==> config.mk <==
export PLATFORM = sky130hd
export DESIGN_NAME = cacd_host_ctrl
export DESIGN_NICKNAME = d
export VERILOG_FILES = /design/src/design/cacd_host_ctrl.v /design/src/design/cacd_phase_timer.v
export VERILOG_INCLUDE_DIRS = /design/src /design/src/design
export SDC_FILE = /design/constraint.sdc
export NUM_CORES = 1
export LEC_CHECK = 0
export ABC_AREA = 0
export CORE_MARGIN = 2
export CORE_UTILIZATION = 60
export DETAILED_ROUTE_END_ITERATION = 16
export DONT_BUFFER_PORTS = 1
export GPL_ROUTABILITY_DRIVEN = 0
export GPL_TIMING_DRIVEN = 0
export PLACE_DENSITY = 0.77
export SYNTH_ARGS = -nofsm -noshare
export SYNTH_HDL_FRONTEND = slang
export SYNTH_HIERARCHICAL = 1
export SYNTH_SLANG_ARGS = --single-unit
==> constraint.sdc <==
create_clock -name clk -period 3.7 [get_ports clk]
set_clock_uncertainty 0.2 [all_clocks]
set_input_delay 0.74 -clock clk [delete_from_list [all_inputs] [get_ports clk]]
set_output_delay 0.74 -clock clk [all_outputs]
set_load 0.02 [all_outputs]
==> src/design/cacd_consts.vh <==
// Constants for the card attribute and configuration access controller
`ifndef CACD_CONSTS_VH
`define CACD_CONSTS_VH

// ==========================================================
// Attribute space register offsets
`define CACD_OFS_CFG_OPTION 11'h200
`define CACD_OFS_CARD_STATUS 11'h202
`define CACD_OFS_PIN_REPL 11'h204
`define CACD_OFS_SOCKET_COPY 11'h206

// ==========================================================
// Configuration option register fields
`define CACD_BIT_SOFT_RESET 7
`define CACD_BIT_LEVEL_IRQ 6
`define CACD_IDX_MSB 5
`define CACD_IDX_RSV_LSB 4
`define CACD_CFG_OPTION_RESET 8'h00

// Configuration index modes
`define CACD_MODE_MEMORY 6'h00
`define CACD_MODE_IO_ANY 6'h01
`define CACD_MODE_IO_PRIMARY 6'h02
`define CACD_MODE_IO_SECONDARY 6'h03

// ==========================================================
// Strobe timing, in ns, and derived cycle counts (rounded up)
`define CACD_CLK_MHZ 20
`define CACD_T_SETUP_NS 30
`define CACD_T_STROBE_NS 250
`define CACD_T_HOLD_NS 20
`define CACD_T_GAP_NS 50
`define CACD_NS2CYC(ns) (((ns) * `CACD_CLK_MHZ + 999) / 1000)
`define CACD_SETUP_CYC `CACD_NS2CYC(`CACD_T_SETUP_NS)
`define CACD_STROBE_CYC `CACD_NS2CYC(`CACD_T_STROBE_NS)
`define CACD_HOLD_CYC `CACD_NS2CYC(`CACD_T_HOLD_NS)
`define CACD_GAP_CYC `CACD_NS2CYC(`CACD_T_GAP_NS)

`endif

==> src/design/cacd_host_ctrl.v <==
// Host controller driving a storage card's memory-card bus pins
// What this block does
// - Attribute read: register select, read strobe held
// - Enables and strobes released between consecutive cycles
// - Attribute writes only to even offsets 0x200..0x20E of the configuration block
// - Reserved index bits 5..4 written as zero
// - Socket-and-copy written before configuration index
`timescale 1ns/1ps
`default_nettype none
`include "cacd_consts.vh"

module cacd_host_ctrl #(
  parameter ADDR_W = 11,
  parameter DATA_W = 16
) (
  // Clock and reset
  input wire clk,
  input wire rst,
  // User command port
  input wire cmd_valid,
  output reg cmd_ready,
  input wire cmd_write,
  input wire cmd_attr,
  input wire cmd_word,
  input wire [ADDR_W-1:0] cmd_addr,
  input wire [DATA_W-1:0] cmd_wdata,
  // User response port
  output reg rsp_valid,
  output reg rsp_error,
  output reg [DATA_W-1:0] rsp_rdata,
  // Shadow of the card's configuration option register
  output reg soft_reset_bit,
  output reg level_interrupt_select,
  output reg [5:0] config_index,
  output reg io_mapped,
  // Card bus pins
  output reg even_byte_enable_n,
  output reg odd_byte_enable_n,
  output reg reg_select_n,
  output reg out_enable_n,
  output reg write_enable_n,
  output reg [ADDR_W-1:0] card_addr,
  output reg [DATA_W-1:0] card_data_o,
  output reg card_data_oe,
  input wire [DATA_W-1:0] card_data_i
);

  // ==========================================================
  // States and phase lengths
  localparam [2:0] ST_IDLE = 3'h0;
  localparam [2:0] ST_SETUP = 3'h1;
  localparam [2:0] ST_STROBE = 3'h2;
  localparam [2:0] ST_HOLD = 3'h3;
  localparam [2:0] ST_GAP = 3'h4;
  localparam integer SETUP_CYC = `CACD_SETUP_CYC;
  localparam integer STROBE_CYC = `CACD_STROBE_CYC;
  localparam integer HOLD_CYC = `CACD_HOLD_CYC;
  localparam integer GAP_CYC = `CACD_GAP_CYC;
  reg [2:0] state_reg;
  reg op_write_reg;
  reg op_attr_reg;
  reg op_word_reg;
  reg op_odd_reg;
  reg [ADDR_W-1:0] op_addr_reg;
  reg [7:0] op_wbyte_reg;
  reg socket_written_reg;
  reg tmr_load;
  reg [7:0] tmr_val;
  wire tmr_done;
  wire cmd_take;
  wire refused;

  // ==========================================================
  // Decoding helpers
  // True when the address is the configuration register block
  function is_cfg_addr;
    input [ADDR_W-1:0] a;
    begin
      is_cfg_addr = (a[10:9] == 2'b01) && (a[8:4] == 5'h00) &&
        (a[0] == 1'b0);
    end
  endfunction

  // True when the address hits a given configuration register
  function is_reg;
    input [ADDR_W-1:0] a;
    input [ADDR_W-1:0] ofs;
    begin
      is_reg = is_cfg_addr(a) && (a[3:1] == ofs[3:1]);
    end
  endfunction

  // ==========================================================
  // Refusal: illegal accesses never reach the pins
  assign cmd_take = cmd_valid && cmd_ready && (state_reg == ST_IDLE);
  assign refused = (cmd_attr && cmd_word) ||
    (cmd_attr && cmd_addr[0]) ||
    (cmd_attr && cmd_write && !is_cfg_addr(cmd_addr)) ||
    (cmd_attr && cmd_write && is_reg(cmd_addr, `CACD_OFS_CFG_OPTION) &&
      (cmd_wdata[`CACD_IDX_MSB:`CACD_IDX_RSV_LSB] != 2'b00)) ||
    (cmd_attr && cmd_write && is_reg(cmd_addr, `CACD_OFS_CFG_OPTION) &&
      !socket_written_reg) ||
    (!cmd_attr && cmd_word && cmd_addr[0]);

  // ==========================================================
  // Phase timer
  cacd_phase_timer #(
    .WIDTH(8)
  ) u_timer (
    .clk(clk),
    .rst(rst),
    .load(tmr_load),
    .load_val(tmr_val),
    .done(tmr_done)
  );

  // Timer reload at each phase boundary
  always @* begin
    tmr_load = 1'b0;
    tmr_val = SETUP_CYC[7:0];
    if (cmd_take && !refused) begin
      tmr_load = 1'b1;
    end else if (tmr_done) begin
      case (state_reg)
        ST_SETUP: begin
          tmr_load = 1'b1;
          tmr_val = STROBE_CYC[7:0];
        end
        ST_STROBE: begin
          tmr_load = 1'b1;
          tmr_val = HOLD_CYC[7:0];
        end
        ST_HOLD: begin
          tmr_load = 1'b1;
          tmr_val = GAP_CYC[7:0];
        end
        default: tmr_load = 1'b0;
      endcase
    end
  end

  // ==========================================================
  // Access sequencer and pin drivers
  always @(posedge clk or posedge rst) begin
    if (rst) begin
      state_reg <= ST_IDLE;
      cmd_ready <= 1'b0;
      rsp_valid <= 1'b0;
      rsp_error <= 1'b0;
      rsp_rdata <= {DATA_W{1'b0}};
      op_write_reg <= 1'b0;
      op_attr_reg <= 1'b0;
      op_word_reg <= 1'b0;
      op_odd_reg <= 1'b0;
      op_addr_reg <= {ADDR_W{1'b0}};
      op_wbyte_reg <= 8'h00;
      even_byte_enable_n <= 1'b1;
      odd_byte_enable_n <= 1'b1;
      reg_select_n <= 1'b1;
      out_enable_n <= 1'b1;
      write_enable_n <= 1'b1;
      card_addr <= {ADDR_W{1'b0}};
      card_data_o <= {DATA_W{1'b0}};
      card_data_oe <= 1'b0;
    end else begin
      rsp_valid <= 1'b0;
      rsp_error <= 1'b0;
      case (state_reg)
        ST_IDLE: begin
          cmd_ready <= 1'b1;
          if (cmd_take && refused) begin
            rsp_valid <= 1'b1;
            rsp_error <= 1'b1;
          end else if (cmd_take) begin
            cmd_ready <= 1'b0;
            op_write_reg <= cmd_write;
            op_attr_reg <= cmd_attr;
            op_word_reg <= cmd_word;
            op_odd_reg <= cmd_addr[0];
            op_addr_reg <= cmd_addr;
            op_wbyte_reg <= cmd_wdata[7:0];
            card_addr <= cmd_addr;
            reg_select_n <= !cmd_attr;
            // Attribute bytes ride the even enable only
            even_byte_enable_n <= !(cmd_attr || cmd_word ||
              !cmd_addr[0]);
            odd_byte_enable_n <= !(!cmd_attr &&
              (cmd_word || cmd_addr[0]));
            // Odd common byte goes out on the high lane
            if (!cmd_attr && !cmd_word && cmd_addr[0]) begin
              card_data_o <= {cmd_wdata[7:0], 8'h00};
            end else begin
              card_data_o <= cmd_wdata;
            end
            card_data_oe <= cmd_write;
            state_reg <= ST_SETUP;
          end
        end
        ST_SETUP: begin
          if (tmr_done) begin
            out_enable_n <= op_write_reg;
            write_enable_n <= !op_write_reg;
            state_reg <= ST_STROBE;
          end
        end
        ST_STROBE: begin
          if (tmr_done) begin
            // Read data sampled before the strobe is released
            if (!op_write_reg) begin
              if (op_attr_reg) begin
                rsp_rdata <= {8'h00, card_data_i[7:0]};
              end else if (op_word_reg) begin
                rsp_rdata <= card_data_i;
              end else if (op_odd_reg) begin
                rsp_rdata <= {8'h00, card_data_i[15:8]};
              end else begin
                rsp_rdata <= {8'h00, card_data_i[7:0]};
              end
            end
            // Strobe rises while enables and select stay low
            out_enable_n <= 1'b1;
            write_enable_n <= 1'b1;
            state_reg <= ST_HOLD;
          end
        end
        ST_HOLD: begin
          if (tmr_done) begin
            even_byte_enable_n <= 1'b1;
            odd_byte_enable_n <= 1'b1;
            reg_select_n <= 1'b1;
            card_data_oe <= 1'b0;
            state_reg <= ST_GAP;
          end
        end
        ST_GAP: begin
          if (tmr_done) begin
            rsp_valid <= 1'b1;
            cmd_ready <= 1'b1;
            state_reg <= ST_IDLE;
          end
        end
        default: state_reg <= ST_IDLE;
      endcase
    end
  end

  // ==========================================================
  // Option register shadow and socket tracking, updated as the
  // write strobe rises so it never runs ahead of the card
  always @(posedge clk or posedge rst) begin
    if (rst) begin
      soft_reset_bit <= 1'b0;
      level_interrupt_select <= 1'b0;
      config_index <= 6'h00;
      io_mapped <= 1'b0;
      socket_written_reg <= 1'b0;
    end else if ((state_reg == ST_STROBE) && tmr_done &&
      op_write_reg && op_attr_reg) begin
      if (is_reg(op_addr_reg, `CACD_OFS_SOCKET_COPY)) begin
        socket_written_reg <= 1'b1;
      end else if (is_reg(op_addr_reg, `CACD_OFS_CFG_OPTION)) begin
        soft_reset_bit <= op_wbyte_reg[`CACD_BIT_SOFT_RESET];
        level_interrupt_select <= op_wbyte_reg[`CACD_BIT_LEVEL_IRQ];
        if (op_wbyte_reg[`CACD_BIT_SOFT_RESET]) begin
          // Soft reset returns the card to its unconfigured state
          config_index <= 6'h00;
          level_interrupt_select <= 1'b0;
          io_mapped <= 1'b0;
          socket_written_reg <= 1'b0;
        end else begin
          config_index <= op_wbyte_reg[`CACD_IDX_MSB:0];
          io_mapped <= (op_wbyte_reg[`CACD_IDX_MSB:0] !=
            `CACD_MODE_MEMORY);
        end
      end
    end
  end

endmodule

`default_nettype wire

==> src/design/cacd_phase_timer.v <==
// Down counter that times each phase of a card access
`timescale 1ns/1ps
`default_nettype none

module cacd_phase_timer #(
  parameter WIDTH = 8
) (
  // Clock and reset
  input wire clk,
  input wire rst,
  // Control
  input wire load,
  input wire [WIDTH-1:0] load_val,
  // Status
  output wire done
);

  reg [WIDTH-1:0] cnt_reg;

  // ==========================================================
  // Counter: a phase loaded with N lasts N cycles
  always @(posedge clk or posedge rst) begin
    if (rst) begin
      cnt_reg <= {WIDTH{1'b0}};
    end else if (load) begin
      cnt_reg <= load_val;
    end else if (cnt_reg != {WIDTH{1'b0}}) begin
      cnt_reg <= cnt_reg - {{(WIDTH-1){1'b0}}, 1'b1};
    end
  end

  // Last cycle of the phase
  assign done = (cnt_reg == {{(WIDTH-1){1'b0}}, 1'b1});

endmodule

`default_nettype wire

==> results, run 1 <==
- The post-route clock period utilization is around three quarters.
- The number of cells on the worst reg-to-reg path is 9.
- In this run the vertical extent of the chip is ~86 um.
- The cell with the largest stage delay on the worst path is sky130_fd_sc_hd__dfrtp_1.
- Once detailed placement completed, the half-perimeter wirelength came to just over 6 mm.
- Of the cells placed in the final design, the portion with a size suffix greater than 1 is 20.8%.
- The total track usage is 23.7%.
- The count of buffers added by post-CTS timing repair for setup is 0.
- For this run, the number of Yosys warnings is 6.
- The register clock-pin slew on the reported worst setup and hold paths is approximately 0.080 ns.
- On the worst path, the slowest cell contributes a delay of 0.45 ns.
- The count of inserted antenna diode cells is 0.
- The combined buffer and inverter count along the critical path is 3.
- The number of placement rows is 29.
- The per-instance average area after synthesis is 11.4 um^2.
- The peak fanout along the critical path is 10.
- For this design the static power due to leakage is between 0.002 and 0.0025 uW.
- The H-tree depth is 3.
- TritonCTS created 9 clock buffers.
- For this run the aggregate overflow at the end of global routing stands at 0.
- The worst min-delay path class is primary input to asynchronous set/reset pin.
- Traced cell by cell, the critical path runs through nor4_4 > and3_2 > buf_4 > nand2b_1 > o21ai_0 > inv_1 > clkbuf_1 > o21ai_0 > a21oi_1.
- The number of detailed-route iterations in the first pass is 4.
- The number of buffers inserted for hold repair after clock tree synthesis is 0.
- The smallest hold slack is ~0.019 ns.
- The worst register-to-register path begins at u_timer/cnt_reg[3].
- The synthesized flop and latch total is 84.
- Broken down by cell family, the worst path's largest delay share belongs to simple AND/OR/NAND/NOR gates.
- Setup violations remaining at the end of the flow were counted as 0.
- TritonCTS built the clock tree.
- The minimum period implied by the final worst setup slack is approximately 2.8 ns.
- The detail route stage leaves a number of antenna-violating nets equal to 0.
- The effective utilization at floorplan is between 60% and 70%.
- The routed layout has 2,636 vias.
- The first global-routing pass estimated about 14 mm of wire.
- The worst register-to-register path has a setup slack of 0.90 ns.
- In this run the critical register-to-register path is captured at u_timer/cnt_reg[7].
- The core region is 6420 um^2.
- The via count of the first global-routing pass is 2,679.
- The flow ran to the end, and the final reports show no timing, DRC or antenna violations.
- The transition time of the tightest slew-check pin is 0.614 ns.
- Setup repair after global routing left no endpoint under its margin.
- The net count reported at finish is between 400 and 500.
- For the worst setup path, the data required time is about 3.7 ns.
- The post-synthesis cell type with the largest combined area is sky130_fd_sc_hd__dfrtp_1.
- The worst setup path is launched from a register.
- The hold violation count in the final report came to 0.
- Clock tree synthesis found a total of 84 sinks.
- By area the synthesized netlist is led by sky130_fd_sc_hd__dfrtp_1 (49%), sky130_fd_sc_hd__mux2_4 (10%), sky130_fd_sc_hd__mux2i_1 (5.0%), sky130_fd_sc_hd__nand2_1 (4.6%), sky130_fd_sc_hd__mux2_2 (3.3%).
- The worst path arrival time is 2.82 ns.
- The DRC marker count from the first detailed-route iteration is 107.
- Summing the sequential cell areas from Yosys gives 52.1% of the chip area.
- The post-cts resize count is 0.
- The async set-reset flop share out of synthesis is 100%.
- The area share of the largest cell type after synthesis is slightly below 50%.
- The combined area of all synthesized cells is 4040 um^2.
- The number of remaining DRC errors is 0.
- Ranked by instance count, the synthesized netlist is headed by sky130_fd_sc_hd__dfrtp_1 (79), sky130_fd_sc_hd__nand2_1 (50), sky130_fd_sc_hd__mux2_4 (27).
- Among all cell types in the netlist, the one instantiated most often is sky130_fd_sc_hd__dfrtp_1.
- The total routed wirelength is approximately 8.3 mm.
- From synthesis to final layout, the design area changed by 9.84%.
- The horizontal extent of the die is ~86 um.
- Counting distinct cell types in the post-synthesis netlist gives 47.
- The routed wirelength normalized by instance count is ~18 um.
- The clock latency of the later-clocked register in the worst-skew pair is between 0.3 and 0.4 ns.
- The cell sitting at the root of the clock tree is a sky130_fd_sc_hd__clkbuf_8.
- Dividing total power by cell area gives a power density of 704 nW/um^2.
- In this run the tightest slew margin relative to its limit is about three fifths.
- STA classifies the critical path endpoint as a register.
- The total count of max-transition violations in the final report is 0.
- The total negative setup slack is 0 ns.
- The floorplan step defined a die boundary enclosing between 7000 and 8000 um^2.
- The critical path is of the register to register type.
- For this run, the top clock speed supported by timing is about 360 MHz.
- The number of primary I/O pins is 110.
- IR analysis of the VDD net gives a maximum drop of 0.000433 V.
- The synthesized design contains 0 enable-type register cells.
- The via count normalized by instance count is between 5 and 6.
- Among all flip-flop cells after synthesis, the most frequent one is sky130_fd_sc_hd__dfrtp_1.
- The number of cells produced by synthesis is 354.
- The count of port buffers added during placement is 0.
- The longest clock path from root to sink contains 2 buffers.
- The pin count of the biggest net entering global routing is 44.
- In this design, the critical path's most frequently occurring cell is sky130_fd_sc_hd__o21ai_0.
- The max-capacitance violation count is 0.
- The number of antenna violations at the first check in global routing was 0.
==> cell type report <==
type                    instances  area (um^2)
flip-flops and latches         84         2110
repair buffers                  1         20.0
well taps                      77         96.3
inverters                      16         62.6
multi-input cells             239         1730
clock inverters                 6          136
fillers                       494         1980
plain buffers                  20          163
clock buffers                   9          124
==> worst register-to-register path: stages (launching register included) <==
cell and delay, ns:
sky130_fd_sc_hd__dfrtp_1 0.45, sky130_fd_sc_hd__nor4_4 0.42, sky130_fd_sc_hd__and3_2 0.24, sky130_fd_sc_hd__buf_4 0.16, sky130_fd_sc_hd__nand2b_1 0.09, sky130_fd_sc_hd__o21ai_0 0.40
sky130_fd_sc_hd__inv_1 0.21, sky130_fd_sc_hd__clkbuf_1 0.25, sky130_fd_sc_hd__o21ai_0 0.21, sky130_fd_sc_hd__a21oi_1 0.06
==> worst max path at each step <==
stage                            start                 end  slack (ns)  cells past startpoint
floorplan                          rst      card_data_o[0]        0.83                      1
global placement                   rst     config_index[1]        0.04                      1
detailed placement         cmd_addr[4]  u_timer/cnt_reg[7]        0.62                     11
CTS                 u_timer/cnt_reg[3]  u_timer/cnt_reg[7]        0.90                      9
global route        u_timer/cnt_reg[3]  u_timer/cnt_reg[3]        0.53                      9
finish              u_timer/cnt_reg[3]  u_timer/cnt_reg[7]        0.90                      9
==> logic make-up (layout without fill, tap and decap cells) <==
logic type | Yosys count | in the layout | share of synthesized area (%)
AO/OA/AOI/OAI | 57 | 57 | 8.11
XOR/XNOR | 7 | 7 | 1.52
adder cells (fa/ha/maj) | 3 | 3 | 0.928
buffers and inverters | 36 | 52 | 5.51
flip-flops | 84 | 84 | 52.1
multiplexers | 59 | 59 | 18.3
other | 2 | 7 | 0.186
AND/OR/NAND/NOR | 106 | 106 | 13.3
==> stage by stage <==
step,cell area [um^2],util (%),power [uW],std cells,setup slack (ns)
after floorplan,4060,-,2130,359,0.830
after global placement,4160,64.8,2260,436,0.0441
after detailed placement,4180,65.1,2300,437,0.625
after CTS,4440,69.2,3150,452,0.900
after global routing,4440,69.2,3280,452,0.530
final,4440,69.2,3130,452,0.903
==> per-layer routing <==
layer / share of wire, % / vias up / wire (um) / track usage [%]
met1: 43 / 1302 / 3600 / 30.7
li1: - / 1232 / - / -
met5: 0 / - / 0 / 0
met4: 1.3 / 0 / 107 / 8.80
met2: 47 / 92 / 3910 / 36.7
met3: 8.5 / 10 / 709 / 8.66
==> cells in the final DEF, fill, tap and decap left out, drive strengths merged, types with 2 or more instances in the layout <==
cell	synthesis	layout
conb	2	7
o31ai	2	2
dfrtp	79	79
buf	13	14
nand4	3	3
mux2i	20	20
nor3	3	3
nor2	19	19
nand2	50	50
inv	16	17
clkbuf	7	16
xor2	4	4
nor2b	3	3
a31oi	2	2
o22a	3	3
ha	3	3
mux2	39	39
and2	2	2
o21ai	32	32
nor3b	3	3
xnor2	3	3
dfstp	5	5
nor4b	2	2
or3b	2	2
nor4	2	2
a21oi	12	12
nand2b	11	11
bufinv	0	4
and3	2	2
==> power breakdown <==
group	internal [uW]	switching (uW)	leakage [uW]
logic	390	298	0.00109
clock network	516	326	0.000131
registers	1180	417	0.000984
No activity file was read; power rests on OpenSTA's default activity.
==> inputs of run 2 (changes only) <==
Clock period 3.7 ns to 2.77 ns, I/O delays scaled along.
==> run 2 against run 1 <==
  * Largest power group unchanged
  * Non-clock buffer count is 2 higher
  * Worst hold slack improved by 0.027 ns
  * Die area unchanged
==> results, run 2 (synthesized netlist as in run 1, its figures left out) <==
- The flow ran to the end, and the final reports show no timing, DRC or antenna violations.
- The critical path start-end classification is register to register.
- The via count of the first global-routing pass came to 2,684.
- The nature of the critical path endpoint is a register.
- Leaving out filler cells and counting taps, the final layout contains 454.
- The post-route clock period utilization is roughly 95%.
- The commonest non-fill, non-tap cell in the layout is sky130_fd_sc_hd__dfrtp_1.
- Leaving out fill and tap cells, the most frequent cells in the layout are sky130_fd_sc_hd__dfrtp_1 (78), sky130_fd_sc_hd__nand2_1 (50), sky130_fd_sc_hd__mux2_4 (27).
- The min-delay analysis places its worst path in the category primary input to register.
- The area enclosed by the die boundary is 7410 um^2.
- The clock tree from TritonCTS is done.
- The peak fanout along the critical path is 10.
- After clock tree synthesis, the clock-pin slew on the worst setup and hold paths is ~0.080 ns.
- The worst-case IR drop observed on VDD is 0.000579 V.
- The number of placement rows is 29.
- 110 I/O pins were placed.
- After detailed routing, the total wire length is between 8 and 9 mm.
- The largest buffer count on any clock path is 2.
- The hold violation count in the final report came to 0.
- The leakage power total is 0.00222 uW.
- The max-capacitance violation count is 0.
- After filler insertion, the fill cell instance count of the layout stands at 494.
- The kind of launch point of the worst setup path is a register.
- The effective utilization at floorplan is between 60% and 70%.
- The overflow left after global routing is 0.
- The H-tree depth is 3.
- In the routed layout, each cell is associated on average with a via count of between 5 and 6.
- Detailed placement finished with a half-perimeter wire length of roughly 6.2 mm.
- From left edge to right edge, the die measures roughly 86 um.
- Across all register-to-register paths, the minimum setup slack is ~0.15 ns.
- The vias after detailed routing is roughly 2,600.
- The final setup violation count is 0.
- Compared with the post-synthesis result, the final layout area differs by 10.4%.
- In the routed design, unresolved DRC markers number 0.
- The minimum period implied by the final worst setup slack is approximately 2.6 ns.
- The number of antenna violations at the first check in global routing is 0.
- The number of detailed-route iterations in the first pass is 5.
- The vertical die dimension is 86.1 um.
- CTS saw 84 sinks.
- At the worst endpoint, the required time is 2.81 ns.
- The core outline area is approximately 6400 um^2.
- For the worst-skew pair, the clock arrives at the later sink with an insertion delay of 0.35 ns.
- The final antenna-violating net count is 0.
- For this design the ratio of total power to cell area is 939 nW/um^2.
- Setup repair after global routing left no endpoint under its margin.
- The worst path arrival time is about 2.7 ns.
- The routed wirelength normalized by instance count is between 15 and 20 um.
- The transition time of the tightest slew-check pin is just over 0.6 ns.
- For this block, the initial DRC count from the detailed router was about 110.
- The number of clock buffers added by TritonCTS is 9.
- In the final design database the tool counted ~430 nets.
- The cell sitting at the root of the clock tree is a sky130_fd_sc_hd__clkbuf_8.
- The smallest hold slack is between 0.04 and 0.05 ns.
- The total instance count after detailed placement is about 440.
- The total count of max-transition violations in the final report is 0.
- The count of buffers added on input and output ports is 0.
- Global routing consumed, over all layers together, between 20% and 30% of the routing resources.
- The max-slew headroom at the worst pin is between 50% and 60%.
- The share of final-layout standard cells stronger than drive strength 1 is between 20% and 30%.
- The count of inserted antenna diode cells is 0.
- The first global-routing pass estimated about 14 mm of wire.
- The maximum frequency from static timing analysis is between 300 and 400 MHz.
- The pin count of the biggest net entering global routing is 44.
==> run 2: worst max-delay path, stage by stage (launching register included) <==
cell                       delay (ns)
sky130_fd_sc_hd__dfrtp_2         0.45
sky130_fd_sc_hd__nor4_4          0.34
sky130_fd_sc_hd__and3_2          0.22
sky130_fd_sc_hd__buf_4           0.15
sky130_fd_sc_hd__and4bb_1        0.25
sky130_fd_sc_hd__nand4_1         0.12
sky130_fd_sc_hd__or3_1           0.34
sky130_fd_sc_hd__buf_6           0.15
sky130_fd_sc_hd__mux2_4          0.28
==> run 2: repair_timing <==
item                                    in CTS  in global routing
endpoints found under the setup margin       3                 14
pin swaps                                    0                  1
hold buffers                                 1                  0
cloned                                       0                  0
endpoints found under the hold margin       41                  0
resized for setup                            1                  4
setup buffers                                0                  1
==> run 2: area by class of cell <==
| cell class | instances | area (um^2) | share of cell area (%) |
|---|---|---|---|
| Buffer | 20 | 164 | 3.67 |
| Clock buffer | 9 | 124 | 2.77 |
| Clock inverter | 6 | 136 | 3.05 |
| Inverter | 16 | 62.6 | 1.40 |
| Multi-Input combinational cell | 239 | 1740 | 38.9 |
| Sequential cell | 84 | 2110 | 47.2 |
| Tap cell | 77 | 96.3 | 2.16 |
| Timing Repair Buffer | 3 | 37.5 | 0.841 |
==> run 2: stage by stage <==
step           setup TNS (ns)  util (%)  instance area (um^2)  setup slack (ns)  power [uW]
2_1_floorplan               0         -                  4060            0.0859        2850
3_3_place_gp           -49.66      64.8                  4160            -0.700        3020
3_5_place_dp           -0.429      65.1                  4180            -0.119        3080
4_1_cts                     0      69.3                  4450            0.0251        4200
5_1_grt                     0      69.5                  4470           0.00550        4390
6_report                    0      69.5                  4470             0.148        4190
==> run 2: where the power goes <==
| part | switching [uW] | internal (uW) |
|---|---|---|
| clock network | 436 | 690 |
| logic | 404 | 527 |
| registers | 560 | 1580 |
==> run 2: routing by layer <==
metal	global-route usage, %	wire (um)
met3	8.66	719
met4	8.80	94
met5	0	0
met2	36.9	3930
met1	30.7	3650
==> run 2: final timing paths <==
check / cells after the start / start / endpoint
hold / removal: 1 / cmd_attr / reg_select_n
hold reg to reg: 1 / op_word_reg / op_word_reg
setup reg to reg: 8 / u_timer/cnt_reg[5] / soft_reset_bit
min in group asynchronous: 2 / rst / u_timer/cnt_reg[3]
max in group asynchronous: 3 / rst / reg_select_n
setup / recovery: 8 / u_timer/cnt_reg[5] / soft_reset_bit
